`src/hw/backlight_pkg.sv`:
```
package backlight_pkg;
  localparam logic [7:0] REG_COMMAND = 8'h00;
  localparam logic [7:0] REG_FAULT = 8'h01;
  localparam logic [7:0] REG_IRQ_EN = 8'h02;
  localparam logic [7:0] REG_BRT_LO = 8'h03;
  localparam logic [7:0] REG_BRT_HI = 8'h04;
  localparam logic [7:0] REG_CONFIG = 8'h10;
  localparam logic [7:0] RESET_VAL = 8'h00;
  localparam logic [7:0] CMD_MASK = 8'h07;
  localparam logic [7:0] FLAG_MASK = 8'hDF;
  localparam logic [7:0] CFG_MASK = 8'hEF;
  localparam logic [3:0] NIBBLE_ZERO = 4'h0;
  localparam int ON_BIT = 0;
  localparam int FLT_OPEN = 7;
  localparam int FLT_OV = 6;
  localparam int FLT_BUV = 4;
  localparam int FLT_OVP = 3;
  localparam int FLT_SUST = 2;
  localparam int FLT_TSD = 1;
  localparam int FLT_SUPPLY_LOCKOUT_FLAG = 0;
  localparam int CFG_STANDBY = 7;
  localparam int CFG_FILT = 6;
  localparam int CFG_ANTI = 5;
  localparam int CFG_RELOAD = 3;
  localparam int CFG_AUTO = 2;
  localparam int CFG_MODE_LSB = 0;
  localparam int LVL_W = 12;
  localparam int TIMER_W = 24;
  localparam logic [3:0] BYTE_BITS = 4'h8;
  localparam logic [6:0] DEV_ADDR_DEFAULT = 7'h2C;
  localparam int CLK_HZ = 50_000_000;
  localparam int STANDBY_MS = 50;
  localparam int SUSTAIN_MS = 50;
  localparam int GLITCH_NS = 50;
  localparam int CYC_PER_MS = CLK_HZ / 1000;
  localparam int STANDBY_CYC = STANDBY_MS * CYC_PER_MS;
  localparam int SUSTAIN_CYC = SUSTAIN_MS * CYC_PER_MS;
  localparam int GLITCH_CYC = (GLITCH_NS * (CLK_HZ / 1_000_000) + 999) / 1000;
  typedef enum logic [1:0] {
    MODE_PWM = 2'h0,
    MODE_REG = 2'h1,
    MODE_PWM_X_REG = 2'h2,
    MODE_REG_X_PWM = 2'h3
  } mode_t;
  typedef enum logic [8:0] {
    S_IDLE = 9'h001,
    S_ADDR = 9'h002,
    S_AACK = 9'h004,
    S_PTR = 9'h008,
    S_PACK = 9'h010,
    S_WR = 9'h020,
    S_WACK = 9'h040,
    S_RD = 9'h080,
    S_RACK = 9'h100
  } link_state_t;
endpackage

```
`src/hw/pwm_link_if.sv`:
```
`timescale 1ns/1ns
interface pwm_link_if;
  import backlight_pkg::*;
  logic filt_en;
  logic level;
  logic rise;
  logic low_timeout;
  logic [LVL_W-1:0] duty;
  modport cond (input filt_en, output level, output rise, output low_timeout, output duty);
  modport core (output filt_en, input level, input rise, input low_timeout, input duty);
endinterface

```
`src/hw/pwm_conditioner.sv`:
```
`timescale 1ns/1ns
module pwm_conditioner import backlight_pkg::*; #(
  parameter int STANDBY_CYCLES = STANDBY_CYC
) (
  input wire logic clk,
  input wire logic rst_n,
  input wire logic pwm_pin,
  pwm_link_if.cond pl
);
  logic in_m_q, in_s_q, filt_q, filt_d, prev_q;
  logic [3:0] gcnt_q, gcnt_d;
  logic [TIMER_W-1:0] low_q, low_d;
  logic [LVL_W-1:0] win_q, win_d, duty_q, duty_d;
  logic [LVL_W:0] hi_q, hi_d, hi_sum;

  always_comb begin
    filt_d = filt_q;
    gcnt_d = '0;
    if (!pl.filt_en) begin
      filt_d = in_s_q; // see (RL14)
    end else if (in_s_q != filt_q) begin
      gcnt_d = gcnt_q + 4'h1;
      if (gcnt_q == 4'(GLITCH_CYC - 1)) begin
        filt_d = in_s_q; // see (RL14)
        gcnt_d = '0;
      end
    end
    low_d = filt_q ? '0 : low_q;
    if (!filt_q && low_q != TIMER_W'(STANDBY_CYCLES)) begin
      low_d = low_q + 1'b1;
    end
    hi_sum = hi_q + {{LVL_W{1'b0}}, filt_q};
    win_d = win_q + 1'b1;
    hi_d = hi_sum;
    duty_d = duty_q;
    if (&win_q) begin
      duty_d = hi_sum[LVL_W] ? '1 : hi_sum[LVL_W-1:0];
      hi_d = '0;
    end
  end

  always_ff @(posedge clk or negedge rst_n) begin
    if (!rst_n) begin
      in_m_q <= 1'b0;
      in_s_q <= 1'b0;
      filt_q <= 1'b0;
      prev_q <= 1'b0;
      gcnt_q <= '0;
      low_q <= '0;
      win_q <= '0;
      hi_q <= '0;
      duty_q <= '0;
    end else begin
      in_m_q <= pwm_pin;
      in_s_q <= in_m_q;
      filt_q <= filt_d;
      prev_q <= filt_q;
      gcnt_q <= gcnt_d;
      low_q <= low_d;
      win_q <= win_d;
      hi_q <= hi_d;
      duty_q <= duty_d;
    end
  end

  assign pl.level = filt_q;
  assign pl.rise = filt_q & ~prev_q;
  assign pl.low_timeout = (low_q == TIMER_W'(STANDBY_CYCLES));
  assign pl.duty = duty_q;
endmodule // pwm_conditioner

```
`src/hw/backlight_regs.sv`:
```
// Function
// (RL1) fault flags latch on their condition and hold until the status register is read
// (RL2) bit 7 open/short string flag; kills backlight when auto string bit is 0
// (RL3) string over-voltage bit 6, boost under-voltage bit 4, boost OVP at max request bit 3
// (RL4) bit 2 set when boost under-voltage lasts over 50 ms with backlight on
// (RL5) thermal shutdown sets bit 1 and forces backlight off
// (RL6) supply lockout sets bit 0 and forces backlight off
// (RL7) enable register mirrors flags; interrupt only when flag and enable both set
// (RL8) low brightness register bits 7:4 hold level bits 3:0; bits 3:0 read zero
// (RL9) high brightness register holds level bits 11:4
// (RL10) active level loads only on high byte write
// (RL11) without prior low write, low nibble copies high byte upper nibble
// (RL12) pwm source with standby bit: backlight off after pwm low 50 ms
// (RL13) pwm activity after standby turns the backlight back on
// (RL14) filter bit set rejects pwm pulses under 50 ns; clear passes input
// (RL15) antiphase bit shifts the two boost switchers 180 degrees
// (RL16) reload bit reloads defaults at each turn-on; else only at power-up
// (RL17) auto bit removes faulty strings and re-adds them; else enable field only
// (RL18) source bits 1:0; 00 means pwm duty alone sets brightness
// (RL19) source 01 uses registers, ramping from 0% at each turn-on
// (RL20) source 10 smooths pwm duty and multiplies by register level
// (RL21) source 11 smooths register level and multiplies by pwm duty
// (RL22) command, enable, brightness writable anytime; others only while on bit low
// (RL23) status read clears only visible flags; later or persisting faults set again
`timescale 1ns/1ns
module backlight_regs import backlight_pkg::*; #(
  parameter logic [6:0] DEV_ADDR = DEV_ADDR_DEFAULT,
  parameter int STANDBY_CYCLES = STANDBY_CYC,
  parameter int SUSTAIN_CYCLES = SUSTAIN_CYC
) (
  input wire logic clk,
  input wire logic rst_n,
  input wire logic scl_pin,
  input wire logic sda_in,
  output logic sda_out,
  output logic sda_oe,
  input wire logic pwm_pin,
  input wire logic string_open_short,
  input wire logic string_overvoltage,
  input wire logic boost_undervoltage,
  input wire logic boost_overvoltage,
  input wire logic boost_vmax_requested,
  input wire logic thermal_shutdown,
  input wire logic supply_lockout,
  output logic irq,
  output logic backlight_on,
  output logic low_power,
  output logic [LVL_W-1:0] brightness_out,
  output logic boost_antiphase,
  output logic auto_string_config,
  output logic nvm_reload
);
  pwm_link_if pl ();

  pwm_conditioner #(.STANDBY_CYCLES(STANDBY_CYCLES)) u_pwm (
    .clk(clk),
    .rst_n(rst_n),
    .pwm_pin(pwm_pin),
    .pl(pl)
  );

  logic scl_m_q, scl_s_q, scl_p_q, sda_m_q, sda_s_q, sda_p_q;
  logic [7:0] ev_m_q, ev_s_q;
  link_state_t st_q, st_d;
  logic [7:0] sh_q, sh_d, ptr_q, ptr_d, rd_data;
  logic [3:0] cnt_q, cnt_d;
  logic rw_q, rw_d, oe_q, oe_d, nack_q, nack_d;
  logic wr_en, rd_load;
  logic [7:0] cmd_q, cmd_d, flags_q, flags_d, irqen_q, irqen_d, cfg_q, cfg_d;
  logic [7:0] hi_q, hi_d, fault_vec, clr_mask;
  logic [3:0] lo_q, lo_d;
  logic lo_pend_q, lo_pend_d;
  logic [LVL_W-1:0] level_q, level_d, smooth_q, smooth_d, target, bright_d;
  logic [2*LVL_W-1:0] product;
  logic [TIMER_W-1:0] sust_q, sust_d;
  logic kill_q, kill_d, stby_q, stby_d, on_prev_q, boot_q, reload_q, reload_d, irq_q, irq_d;
  logic scl_rise, scl_fall, start_c, stop_c, on_active, stby_mode;
  mode_t mode;

  assign scl_rise = scl_s_q & ~scl_p_q;
  assign scl_fall = ~scl_s_q & scl_p_q;
  assign start_c = scl_s_q & scl_p_q & sda_p_q & ~sda_s_q;
  assign stop_c = scl_s_q & scl_p_q & ~sda_p_q & sda_s_q;
  assign mode = mode_t'(cfg_q[CFG_MODE_LSB +: 2]);
  assign on_active = cmd_q[ON_BIT] & ~kill_q & ~stby_q;
  assign stby_mode = (mode == MODE_PWM) & cfg_q[CFG_STANDBY];

  always_comb begin
    case (ptr_q)
      REG_COMMAND: rd_data = cmd_q;
      REG_FAULT: rd_data = flags_q;
      REG_IRQ_EN: rd_data = irqen_q;
      REG_BRT_LO: rd_data = {lo_q, NIBBLE_ZERO}; // see (RL8)
      REG_BRT_HI: rd_data = hi_q; // see (RL9)
      REG_CONFIG: rd_data = cfg_q;
      default: rd_data = RESET_VAL;
    endcase
  end

  // serial link slave
  always_comb begin
    st_d = st_q;
    sh_d = sh_q;
    cnt_d = cnt_q;
    ptr_d = ptr_q;
    rw_d = rw_q;
    oe_d = oe_q;
    nack_d = nack_q;
    wr_en = 1'b0;
    rd_load = 1'b0;
    if (start_c) begin
      st_d = S_ADDR;
      cnt_d = '0;
      oe_d = 1'b0;
    end else if (stop_c) begin
      st_d = S_IDLE;
      oe_d = 1'b0;
    end else begin
      case (st_q)
        S_ADDR, S_PTR, S_WR: begin
          if (scl_rise) begin
            sh_d = {sh_q[6:0], sda_s_q};
            cnt_d = cnt_q + 4'h1;
          end else if (scl_fall && cnt_q == BYTE_BITS) begin
            cnt_d = '0;
            oe_d = 1'b1;
            if (st_q == S_ADDR) begin
              rw_d = sh_q[0];
              st_d = S_AACK;
              if (sh_q[7:1] != DEV_ADDR) begin
                st_d = S_IDLE;
                oe_d = 1'b0;
              end
            end else if (st_q == S_PTR) begin
              ptr_d = sh_q;
              st_d = S_PACK;
            end else begin
              wr_en = 1'b1;
              ptr_d = ptr_q + 8'h01;
              st_d = S_WACK;
            end
          end
        end
        S_AACK: begin
          if (scl_fall) begin
            oe_d = 1'b0;
            st_d = S_PTR;
            if (rw_q) begin
              rd_load = 1'b1;
            end
          end
        end
        S_PACK, S_WACK: begin
          if (scl_fall) begin
            oe_d = 1'b0;
            st_d = S_WR;
          end
        end
        S_RD: begin
          if (scl_rise) begin
            cnt_d = cnt_q + 4'h1;
          end else if (scl_fall) begin
            if (cnt_q == BYTE_BITS) begin
              st_d = S_RACK;
              oe_d = 1'b0;
              cnt_d = '0;
            end else begin
              sh_d = {sh_q[6:0], 1'b0};
              oe_d = ~sh_q[6];
            end
          end
        end
        S_RACK: begin
          if (scl_rise) begin
            nack_d = sda_s_q;
          end else if (scl_fall) begin
            st_d = S_IDLE;
            if (!nack_q) begin
              rd_load = 1'b1;
            end
          end
        end
        S_IDLE: st_d = S_IDLE;
        default: st_d = S_IDLE;
      endcase
      if (rd_load) begin
        st_d = S_RD;
        sh_d = rd_data;
        oe_d = ~rd_data[7];
        cnt_d = '0;
        ptr_d = ptr_q + 8'h01;
      end
    end
  end

  // registers, faults and brightness
  always_comb begin
    cmd_d = cmd_q;
    irqen_d = irqen_q;
    cfg_d = cfg_q;
    hi_d = hi_q;
    lo_d = lo_q;
    lo_pend_d = lo_pend_q;
    level_d = level_q;
    kill_d = kill_q;
    if (wr_en) begin
      case (ptr_q)
        REG_COMMAND: begin
          cmd_d = sh_q & CMD_MASK;
          if (!sh_q[ON_BIT]) begin
            kill_d = 1'b0;
          end
        end
        REG_IRQ_EN: irqen_d = sh_q & FLAG_MASK; // see (RL7)
        REG_BRT_LO: begin
          lo_d = sh_q[7:4]; // see (RL8)
          lo_pend_d = 1'b1;
        end
        REG_BRT_HI: begin
          hi_d = sh_q; // see (RL9)
          level_d = {sh_q, lo_pend_q ? lo_q : sh_q[7:4]}; // see (RL10) see (RL11)
          lo_pend_d = 1'b0;
        end
        REG_CONFIG: begin
          if (!cmd_q[ON_BIT]) begin
            cfg_d = sh_q & CFG_MASK; // see (RL22)
          end
        end
        default: cfg_d = cfg_q;
      endcase
    end
    sust_d = '0;
    if (ev_s_q[FLT_BUV] && on_active) begin
      sust_d = (sust_q == TIMER_W'(SUSTAIN_CYCLES)) ? sust_q : sust_q + 1'b1; // see (RL4)
    end
    fault_vec = '0;
    fault_vec[FLT_OPEN] = ev_s_q[FLT_OPEN]; // see (RL2)
    fault_vec[FLT_OV] = ev_s_q[FLT_OV]; // see (RL3)
    fault_vec[FLT_BUV] = ev_s_q[FLT_BUV]; // see (RL3)
    fault_vec[FLT_OVP] = ev_s_q[FLT_OVP] & ev_s_q[5]; // see (RL3)
    fault_vec[FLT_SUST] = (sust_q == TIMER_W'(SUSTAIN_CYCLES)); // see (RL4)
    fault_vec[FLT_TSD] = ev_s_q[FLT_TSD]; // see (RL5)
    fault_vec[FLT_SUPPLY_LOCKOUT_FLAG] = ev_s_q[FLT_SUPPLY_LOCKOUT_FLAG]; // see (RL6)
    clr_mask = (rd_load && ptr_q == REG_FAULT) ? flags_q : RESET_VAL; // see (RL23)
    flags_d = (flags_q & ~clr_mask) | fault_vec; // see (RL1) see (RL23)
    if (fault_vec[FLT_TSD] || fault_vec[FLT_SUPPLY_LOCKOUT_FLAG] || (fault_vec[FLT_OPEN] && !cfg_q[CFG_AUTO])) begin
      kill_d = 1'b1; // see (RL2) see (RL5) see (RL6)
    end
    irq_d = |(flags_d & irqen_d); // see (RL7)
    stby_d = stby_q;
    if (!stby_mode || pl.rise) begin
      stby_d = 1'b0; // see (RL13)
    end else if (cmd_q[ON_BIT] && pl.low_timeout) begin
      stby_d = 1'b1; // see (RL12)
    end
    reload_d = boot_q | (on_active & ~on_prev_q & cfg_q[CFG_RELOAD]); // see (RL16)
    target = (mode == MODE_PWM_X_REG) ? pl.duty : level_q;
    smooth_d = smooth_q;
    if (!on_active) begin
      smooth_d = '0; // see (RL19)
    end else if (smooth_q < target) begin
      smooth_d = smooth_q + 1'b1;
    end else if (smooth_q > target) begin
      smooth_d = smooth_q - 1'b1;
    end
    product = '0;
    case (mode)
      MODE_PWM: bright_d = pl.duty; // see (RL18)
      MODE_REG: bright_d = smooth_q; // see (RL19)
      MODE_PWM_X_REG: begin
        product = smooth_q * level_q; // see (RL20)
        bright_d = product[2*LVL_W-1:LVL_W];
      end
      MODE_REG_X_PWM: begin
        product = smooth_q * pl.duty; // see (RL21)
        bright_d = product[2*LVL_W-1:LVL_W];
      end
      default: bright_d = '0;
    endcase
    if (!on_active) begin
      bright_d = '0;
    end
  end

  always_ff @(posedge clk or negedge rst_n) begin
    if (!rst_n) begin
      scl_m_q <= 1'b1;
      scl_s_q <= 1'b1;
      scl_p_q <= 1'b1;
      sda_m_q <= 1'b1;
      sda_s_q <= 1'b1;
      sda_p_q <= 1'b1;
      ev_m_q <= '0;
      ev_s_q <= '0;
      st_q <= S_IDLE;
      sh_q <= RESET_VAL;
      cnt_q <= '0;
      ptr_q <= RESET_VAL;
      rw_q <= 1'b0;
      oe_q <= 1'b0;
      nack_q <= 1'b0;
    end else begin
      scl_m_q <= scl_pin;
      scl_s_q <= scl_m_q;
      scl_p_q <= scl_s_q;
      sda_m_q <= sda_in;
      sda_s_q <= sda_m_q;
      sda_p_q <= sda_s_q;
      ev_m_q <= {string_open_short, string_overvoltage, boost_vmax_requested, boost_undervoltage,
                 boost_overvoltage, 1'b0, thermal_shutdown, supply_lockout};
      ev_s_q <= ev_m_q;
      st_q <= st_d;
      sh_q <= sh_d;
      cnt_q <= cnt_d;
      ptr_q <= ptr_d;
      rw_q <= rw_d;
      oe_q <= oe_d;
      nack_q <= nack_d;
    end
  end

  always_ff @(posedge clk or negedge rst_n) begin
    if (!rst_n) begin
      cmd_q <= RESET_VAL;
      flags_q <= RESET_VAL;
      irqen_q <= RESET_VAL;
      cfg_q <= RESET_VAL;
      hi_q <= RESET_VAL;
      lo_q <= NIBBLE_ZERO;
      lo_pend_q <= 1'b0;
      level_q <= '0;
      smooth_q <= '0;
      brightness_out <= '0;
      sust_q <= '0;
      kill_q <= 1'b0;
      stby_q <= 1'b0;
      on_prev_q <= 1'b0;
      boot_q <= 1'b1;
      reload_q <= 1'b0;
      irq_q <= 1'b0;
    end else begin
      cmd_q <= cmd_d;
      flags_q <= flags_d;
      irqen_q <= irqen_d;
      cfg_q <= cfg_d;
      hi_q <= hi_d;
      lo_q <= lo_d;
      lo_pend_q <= lo_pend_d;
      level_q <= level_d;
      smooth_q <= smooth_d;
      brightness_out <= bright_d;
      sust_q <= sust_d;
      kill_q <= kill_d;
      stby_q <= stby_d;
      on_prev_q <= on_active;
      boot_q <= 1'b0;
      reload_q <= reload_d;
      irq_q <= irq_d;
    end
  end

  assign pl.filt_en = cfg_q[CFG_FILT]; // see (RL14)
  assign sda_out = 1'b0;
  assign sda_oe = oe_q;
  assign irq = irq_q;
  assign backlight_on = on_prev_q;
  assign low_power = stby_q; // see (RL12)
  assign boost_antiphase = cfg_q[CFG_ANTI]; // see (RL15)
  assign auto_string_config = cfg_q[CFG_AUTO]; // see (RL17)
  assign nvm_reload = reload_q;
endmodule // backlight_regs

```
`config.mk`:
```
export PLATFORM = sky130hd
export DESIGN_NAME = backlight_regs
export DESIGN_NICKNAME = d
export VERILOG_FILES = /design/src/hw/backlight_pkg.sv /design/src/hw/pwm_link_if.sv /design/src/hw/pwm_conditioner.sv /design/src/hw/backlight_regs.sv
export SDC_FILE = /design/constraint.sdc
export NUM_CORES = 1
export LEC_CHECK = 0
export BUFFER_PORTS_ARGS = -buffer_cell sky130_fd_sc_hd__buf_2
export CAP_MARGIN = 25
export CORE_ASPECT_RATIO = 2
export CORE_MARGIN = 2
export CORE_UTILIZATION = 65
export CTS_BUF_LIST = sky130_fd_sc_hd__clkbuf_4 sky130_fd_sc_hd__clkbuf_8
export CTS_CLUSTER_SIZE = 40
export DETAILED_ROUTE_END_ITERATION = 12
export PLACE_DENSITY = 0.82
export SLEW_MARGIN = 20
export SYNTH_ARGS = -nofsm -noshare
export SYNTH_HDL_FRONTEND = slang
export SYNTH_HIERARCHICAL = 1
export SYNTH_SLANG_ARGS = --single-unit
export TNS_END_PERCENT = 30
```
`constraint.sdc`:
```
create_clock -name clk -period 7.8 [get_ports clk]
set_clock_uncertainty 0.15 [all_clocks]
set_input_delay 1.56 -clock clk [delete_from_list [all_inputs] [get_ports clk]]
set_output_delay 1.56 -clock clk [all_outputs]
set_load 0.03 [all_outputs]
```
* After elaboration in Yosys (flattened, before gate mapping) *
Index checks and enable logic that the tools add are counted.

cells by class
  bitwise gates (word level) = 33
  $add $sub $neg = 9
  multiplexer cells = 96
  shift-type cells = 0
  magnitude comparators = 2
  multiply operators = 2
  div/mod/pow operators = 0
  reductions and logical operators = 43
  equal/unequal tests = 48

operators by type and width
  operator                 number
  $mux W9                  13
  $mux W8                  14
  $mux W24                 4
  $mux W12                 6
  $ne A5 B5 Y1 const B     12
  $add A24 B1 Y24 const B  2
  $eq A24 B22 Y1 const B   2
  $mul A12 B12 Y24         2
  $mux W4                  12
  $pmux W12 S4             1
  $pmux W8 S6              1
  $pmux W9 S5              1
  $mux W1                  36
  $add A12 B1 Y12 const B  2
  $ne A24 B22 Y1 const B   1
  $reduce_and A6 Y1        3
  $and A8 B8 Y8            2
  $eq A8 B2 Y1 const B     2
  $pmux W8 S2              1
  $and A1 B1 Y1            14
  $not A1 Y1               14
  $reduce_bool A2 Y1       7
  $add A13 B1 Y13          1
  $mux W13                 1
  other kinds (53)         79

word-level totals
  bits in registers = 226
  logic and storage cells = 274
  memories kept = 0
  bits in read-only memories = 0
  output and inout port bits = 20
  bits of input ports = 12
  RAM bits = 0
  bits in latches = 0

* Longest topological paths before layout *
Gate-level depths: netlist (run 1).

  depth in word-level cells = 16
  depth in mapped cells = 23
  depth with buffers taken out = 21

* Hierarchy *
Netlist (run 1), hierarchy kept.

by module, submodules not included
  module           seq. area each (um2)  cells each  area each (um2)  instances
  backlight_regs   3,738.6               1,798       16,628.4         1
  pwm_conditioner  1,726.7               315         3,165.5          1

* Least setup slack after synthesis (run 1) *
Ideal clock, no wire load.

  kind = register to register
  start = reg smooth_q[5]
  end = reg brightness_out[8]
  path buffers = 1
  arrival time = 5.858 ns
  library setup time = 0.119 ns
  cell stages (with the launch flop) = 20
  period minus slack after synthesis = 6.127 ns
  setup slack = 1.673 ns
  data required time = 7.531 ns
  cell sequence = dfrtp_1 > clkbuf_1 > nand2_1 > fa_1 > fa_1 > fa_1 > inv_1 > fa_1 > inv_1 > fa_1 > inv_1 > ha_1 > a2111o_1 > a211oi_1 > nor3_1 > a221o_1 > a211oi_2 > xnor2_1 > mux4_2 > and2_1

on the way
  cells in the longest elaborated chain, start to end = 3
  elaborated cells between the ends (all ways) = 4
  those cells by class = mul: 2; mux: 2

RTL lines
  what                                 line                                          RTL
  from (decl)                          backlight_regs.sv:73                          logic [LVL_W-1:0] level_q, level_d, smooth_q, smooth_d, target, bright_d;
  from (signal assigned)               backlight_regs.sv:350                         smooth_q <= smooth_d;
  $mul A12 B12 Y24 (on tied branches)  backlight_regs.sv:275, backlight_regs.sv:271
  $pmux W12 S4 *                       backlight_regs.sv:267                         case (mode)
  $mux W12 *                           backlight_regs.sv:280                         if (!on_active) begin
  net bright_d[8]                      backlight_regs.sv:73
  to (signal assigned)                 backlight_regs.sv:351                         brightness_out <= bright_d;
  to (decl)                            backlight_regs.sv:48                          output logic [LVL_W-1:0] brightness_out,

The timed path passes the listed nets; every way through them passes the cells marked *.
A chain may end at the register's enable or synchronous reset.

* Final worst setup path (run 1) *
  start = reg smooth_q[6]
  end = reg brightness_out[6]

Same word-level chain as after synthesis.

==> impl_metrics.csv, run 1 <==
group,metric,value,unit
place,dp.cells,2447,
routing,drtAntennaViolNets,0,
power_and_ir_drop,p_comb_share,4.2,%
logic_synthesis,synth_async_sr_flop_share,100,%
global_route,grt_busiest_layer,"met2",
power_and_ir_drop,power_frac_seq,52.5,%
logic_synthesis,avgSynthCellArea,9.37,sq um
global_route,grt_use_met1,31.7,%
final_layout,stdcell_count,2506,
final_layout,fin_util,69.7,%
global_route,gr-total-overflow,0,
logic_synthesis,yosysSeqAreaShare,27.6,%
min_path,hp-class,"reg -> reg",
place,place_congestion,0.941,
routing,wire_per_inst,19.1,um
final_layout,insertedDiodeCount,0,
global_route,grt_util_met3,3.30,%
worst_setup_path,crit_fanout,15,
logic_synthesis,synth_seq_cells,218,
place,dp_hpwl,36.9,mm
worst_setup_path,r2r_setup_slack,1280,ps
sta,tightest_slew,1030,ps
sta,postLayoutSetupSlackWorst,1280,ps
final_layout,layout-drive-gt1-share,9.17,%
clock_network,cts_setup_buffers,0,
routing,drc,0,
die,die_w,127,um
sta,post-route-min-period,6520,ps
die,die_h,251,um
clock_network,clk_pin_slew,70,ps
clock_network,cts.root.buffer_cell,"clkbuf_8",
power_and_ir_drop,switching_share,24.2,%
global_route,grtUsageMet2,57.7,%
logic_synthesis,synth-edff-count,0,
routing,drt_first_pass_iters,5,
power_and_ir_drop,leakage,10.5,nW
routing,wl,47.9,mm
logic_synthesis,ys_warn_count,6,
worst_setup_path,cp.required,8150,ps
sta,finalSetupTns,0,ps
final_layout,layout_common_cells,"inv_1, nand2_1, dfrtp_1",
clock_network,ctsResizeCount,0,
clock_network,clkLatencyLatePin,610,ps
logic_synthesis,synth_cell_types,87,
die,fp.dieArea,31900,sq um
sta,slew_headroom,31.2,%
power_and_ir_drop,pwr-share-clk,43.4,%
power_and_ir_drop,power_switching,0.545,mW
clock_network,cts_sinks,218,
clock_network,h-tree-depth,1,
final_layout,final_nets,2480,
clock_network,cts_tree,"done",
global_route,grt_pass1_vias,16900,
power_and_ir_drop,peakVddDrop,0.000148,V
sta,fmax,0.153,GHz
sta,post-route-period-util,83.5,%
global_route,grt_pass1_wl,79.8,mm
final_layout,area_growth,5.89,%
final_layout,final_common_cell,"inv_1",
sta,maxSlewViolCount,0,
flow_run,drv_cap,0,
worst_setup_path,crit_arrival,6860,ps
power_and_ir_drop,p_int,1.71,mW
routing,num_vias,15300,
final_layout,finalInstanceArea,21000,sq um
worst_setup_path,crit_path_end_kind,"flop",
clock_network,cts_buffer_depth,3,
place,portBuffers,30,
global_route,grt_max_degree,91,
die,ios,32,
place,placed_area,20300,sq um
clock_network,postCtsHoldBufs,0,
power_and_ir_drop,power,2.26,mW
routing,drt_iter0_drc,667,
sta,rsz0062_at_grt,"false",
sta,hold_slack,190,ps
routing,viasPerCell,6.11,
sta,hold_viol,0,
power_and_ir_drop,powerDensity,108,nW/um^2
logic_synthesis,synth_cells,2113,
die,core,30100,sq um
global_route,gr-usage-all-layers,31.3,%
logic_synthesis,netlist_area,19800,sq um
run_status,status,"finished, final reports clean",
worst_setup_path,critical_path_class,"reg -> reg",
die,num_rows,90,
place,dp_slack,1390,ps
die,start_util,65.8,%
sta,finalSetupViolCount,0,
worst_setup_path,start_kind,"flop",
clock_network,cts_buffers,31,
logic_synthesis,synth_ff_type,"dfrtp_1",
global_route,antenna_found_initial,0,
## final cells by class
| type | instances | area (sq um) |
|---|---|---|
| sequential | 218 | 5470 |
| tap | 368 | 460 |
| clock inverter | 15 | 140 |
| timing repair buffer | 56 | 353 |
| fill | 2238 | 9110 |
| clock buffer | 43 | 542 |
| multi-input combinational | 1503 | 12900 |
| inverter | 303 | 1140 |
## cells in the mapped netlist (8+ instances only)
| cell | count | share of area (%) |
|---|---|---|
| nor2_1 | 135 | 2.6 |
| ha_1 | 156 | 9.9 |
| xnor2_1 | 45 | 2.0 |
| a31oi_1 | 11 | 0.35 |
| nand4_1 | 20 | 0.63 |
| nand3_1 | 49 | 1.2 |
| o211ai_1 | 8 | 0.30 |
| xor2_1 | 38 | 1.7 |
| nor3b_1 | 8 | 0.30 |
| a22oi_1 | 12 | 0.46 |
| nand2_1 | 249 | 4.7 |
| fa_1 | 199 | 20 |
| nor3_1 | 23 | 0.58 |
| mux2i_1 | 25 | 1.3 |
| and2_1 | 115 | 3.6 |
| nor4_1 | 12 | 0.38 |
| dfstp_2 | 8 | 1.1 |
| a21oi_1 | 86 | 2.2 |
| a21o_1 | 19 | 0.72 |
| and3_1 | 15 | 0.47 |
| o21ai_0 | 61 | 1.5 |
| o22ai_1 | 9 | 0.28 |
| mux2_2 | 42 | 2.4 |
| or3_1 | 20 | 0.63 |
| nor2b_1 | 14 | 0.44 |
| inv_1 | 303 | 5.7 |
| clkbuf_1 | 80 | 1.5 |
| dfrtp_1 | 210 | 27 |
| a211oi_1 | 10 | 0.38 |
## critical path, stage by stage, from the launching register on
cell,delay (ps)
dfrtp_1,670
buf_4,320
nand2_1,110
fa_1,530
fa_1,510
inv_1,50
fa_1,480
fa_1,560
inv_1,60
fa_1,550
inv_1,50
ha_1,340
a211oi_1,290
o21ai_0,200
a32oi_1,250
o21ai_0,140
or2_2,320
xor2_1,180
mux4_2,460
and2_1,160
## registers in the layout, indices dropped and copies added, names as in the netlist, 9 cells and up
name and cells:
sust_q 24, smooth_q 12, st_q 9, u_pwm/pl.duty 12
u_pwm/low_q 24, u_pwm/win_q 12, u_pwm/hi_q 13, brightness_out 12
## final timing paths
path                         startpoint                end  depth (start not counted)
hold / removal             u_pwm/in_m_q       u_pwm/in_s_q                          0
setup / recovery            smooth_q[6]  brightness_out[6]                         19
hold reg to reg            u_pwm/in_m_q       u_pwm/in_s_q                          0
min in group asynchronous         rst_n         sust_q[11]                          1
setup reg to reg            smooth_q[6]  brightness_out[6]                         19
max in group asynchronous         rst_n        smooth_q[1]                          2
## logic make-up (layout without fill, tap and decap cells)
logic type | count (synthesis) | in the layout | synth area share [%]
simple gates | 718 | 718 | 18.1
buf+inv | 393 | 417 | 7.53
fa+ha+maj | 355 | 355 | 30.0
compound gates | 271 | 271 | 8.61
flops | 218 | 218 | 27.6
xor+xnor | 83 | 83 | 3.67
mux | 74 | 74 | 4.45
other cells | 1 | 2 | 0.0189
## power groups by stage
stage	Combinational, mW	Sequential (mW)	Clock, mW
finish	0.0937	1.18	0.978
global route	0.108	1.19	1.04
CTS	0.0940	1.18	0.999
detailed placement	0.0939	1.20	0
global placement	0.0889	1.20	0
floorplan	0.0543	1.20	0
## metal layers
| layer | vias up | part of all wire [%] |
|---|---|---|
| li1 | 6906 | - |
| met2 | 529 | 54 |
| met3 | 258 | 3.9 |
| met1 | 7616 | 33 |
| met4 | 0 | 8.9 |
| met5 | - | 0 |
Note: power is estimated with default switching activity, not from simulation.
==> run 2: changes to the inputs <==
Settings changed: CORE_UTILIZATION 65 to 60, PLACE_DENSITY 0.82 to 0.8.
Clock period 7.8 ns to 5.9 ns, I/O delays scaled along.
==> run 2 against run 1 <==
  * The flow now finishes with violations (negative setup slack)
  * Non-clock buffer count rose by 112
  * Worst setup slack got worse by 1300 ps
  * Hold slack improved by 4.4 ps
  * Wire length rose by 6.7%
  * Sequential share of layout area fell by 1.5 points
  * Combinational power rose by 38%
  * Via count rose by 3.0%
  * Flip-flop and latch count did not move
  * Critical path depth rose by 5
  * Power rose by 38%
  * Highest routed layer unchanged
==> impl_metrics.csv, run 2 (synthesis results as in run 1) <==
group,metric,value,unit
run_status,status,"finished with violations",
run_status,violations,"negative setup slack",
sta,fmax,0.169,GHz
worst_setup_path,reg2reg_to,"brightness_out[5]",
worst_setup_path,start_kind,"flop",
worst_setup_path,cp_slowest_cell,"fa_1",
worst_setup_path,crit_path_cell_trace,"buf_12, and2_4, fa_1, inv_1, fa_1, inv_1, fa_1, fa_1, inv_2, fa_1, inv_1, ha_4, buf_4, nand4_1, a211oi_2, nand2_1, o21ai_1, buf_4, buf_4, buf_4, buf_4, nor2_1, mux4_2, and2_1",
clock_network,cts_tree,"done",
sta,hold_slack,194,ps
clock_network,cts_buffers,34,
worst_setup_path,crit_fanout,5,
final_layout,layout-drive-gt1-share,15.8,%
worst_setup_path,crit_start,"smooth_q[3]",
worst_setup_path,crit_arrival,6240,ps
routing,viasPerCell,5.87,
final_layout,final_common_cell,"inv_1",
routing,drt_iter0_drc,696,
global_route,grt_pass1_vias,17100,
clock_network,clk_pin_slew,70,ps
clock_network,cts_buffer_depth,3,
clock_network,cts_sinks,218,
worst_setup_path,worst_r2r_path_depth,24,
sta,hold_viol,0,
sta,rsz0062_at_grt,"true",
global_route,grt_max_degree,114,
place,dp_slack,-295,ps
global_route,gr-total-overflow,0,
clock_network,h-tree-depth,2,
routing,num_vias,15800,
worst_setup_path,cp_slowest_stage_delay,540,ps
die,start_util,60.5,%
sta,postLayoutSetupSlackWorst,-27.7,ps
min_path,hp-class,"reg -> reg",
worst_setup_path,critPathCapture,"brightness_out[5]",
die,ios,32,
clock_network,cts.root.buffer_cell,"clkbuf_8",
place,portBuffers,30,
routing,drc,0,
worst_setup_path,critical_path_class,"reg -> reg",
final_layout,area_growth,12.6,%
routing,drt_first_pass_iters,8,
place,dp.cells,2608,
global_route,grt_pass1_wl,84.3,mm
sta,post-route-min-period,5930,ps
global_route,gr-usage-all-layers,30.8,%
sta,finalSetupViolCount,2,
die,core,32700,sq um
worst_setup_path,crit_path_end_kind,"flop",
power_and_ir_drop,powerDensity,140,nW/um^2
global_route,antenna_found_initial,1,
place,dp_hpwl,39.6,mm
final_layout,final_nets,2595,
sta,slew_headroom,29.6,%
die,fp.dieArea,34500,sq um
final_layout,top_regs,"sust_q (24), u_pwm/low_q (24), u_pwm/hi_q (13)",
sta,post-route-period-util,100,%
sta,tightest_slew,1040,ps
die,num_rows,94,
routing,wl,51.1,mm
power_and_ir_drop,peakVddDrop,0.000250,V
worst_setup_path,r2r_setup_slack,-30,ps
power_and_ir_drop,leakage,11.2,nW
sta,maxSlewViolCount,0,
final_layout,stdcell_count,2685,
die,die_h,261,um
flow_run,drv_cap,0,
clock_network,clkLatencyLatePin,570,ps
worst_setup_path,cp.required,6210,ps
routing,wire_per_inst,19.0,um
worst_setup_path,rr_startpoint,"smooth_q[3]",
place,place_congestion,0.927,
routing,drtAntennaViolNets,0,
die,die_w,132,um
final_layout,layout_common_cells,"inv_1, nand2_1, dfrtp_1",
[run 2: cell count changes in the layout (fill, tap and decap cells not counted), sizes merged]
| cell | before | now |
|---|---|---|
| buf | 55 | 168 |
| clkbuf | 44 | 50 |
| clkinv | 10 | 5 |
| diode | 0 | 1 |
[run 2: final cells by class]
| class | count | area (sq um) |
|---|---|---|
| antenna | 1 | 2.50 |
| clock buffer | 50 | 626 |
| timing repair buffer | 168 | 1340 |
| fill | 2584 | 10400 |
| tap | 432 | 541 |
| multi-input combinational | 1503 | 13100 |
| clock inverter | 10 | 115 |
| inverter | 303 | 1140 |
| sequential | 218 | 5470 |
[run 2: critical path: cells and delay by family (launching register included)]
family	cells	cell delay, ps
AOI/OAI and AO/OA	2	400
adders and majority gates	6	2880
buffers and inverters	10	900
DFF	1	460
muxes	1	460
and+or+nand+nor	5	580
[run 2: worst min-delay path by stage]
stage / start / to / slack, ps / cells after the start
2_1_floorplan: ev_m_q[0] / ev_s_q[0] / 180 / 0
3_3_place_gp: ev_m_q[5] / ev_s_q[5] / 190 / 0
3_5_place_dp: ev_m_q[7] / ev_s_q[7] / 180 / 0
4_1_cts: ev_m_q[3] / ev_s_q[3] / 200 / 0
5_1_grt: ev_m_q[3] / ev_s_q[3] / 210 / 0
6_report: ev_m_q[3] / ev_s_q[3] / 190 / 0
[run 2: report_power, final]
part	switching, mW	total [mW]	internal (mW)
combinational	0.0882	0.129	0.0413
sequential	0.0338	1.57	1.53
clock	0.645	1.42	0.776
total	0.767	3.12	2.35
[run 2: timing repair]
action	4_1_cts	5_1_grt
setup endpoints to repair	9	11
pin swaps	36	17
hold buffers	0	0
cloned	1	0
gates resized for setup	35	23
buffers inserted	16	1
[run 2: metrics by stage]
stage | power [mW] | util (%) | TNS [ps] | cell area, sq um
global placement | 1.71 | 64.7 | -403 | 21200
floorplan | 1.65 | - | 0 | 19900
CTS | 3.15 | 67.9 | -102 | 22200
finish | 3.12 | 68.2 | -48.6 | 22300
detailed placement | 1.72 | 64.7 | -1760 | 21200
global route | 3.22 | 68.2 | -1110 | 22300
[run 2: layer usage]
layer | up-vias | GRT usage, % | part of all wire [%]
met5 | - | 0 | 0
met4 | 0 | 23.2 | 8.7
met3 | 248 | 3.52 | 3.9
met2 | 548 | 58.6 | 54
met1 | 7844 | 30.1 | 33
li1 | 7129 | - | -
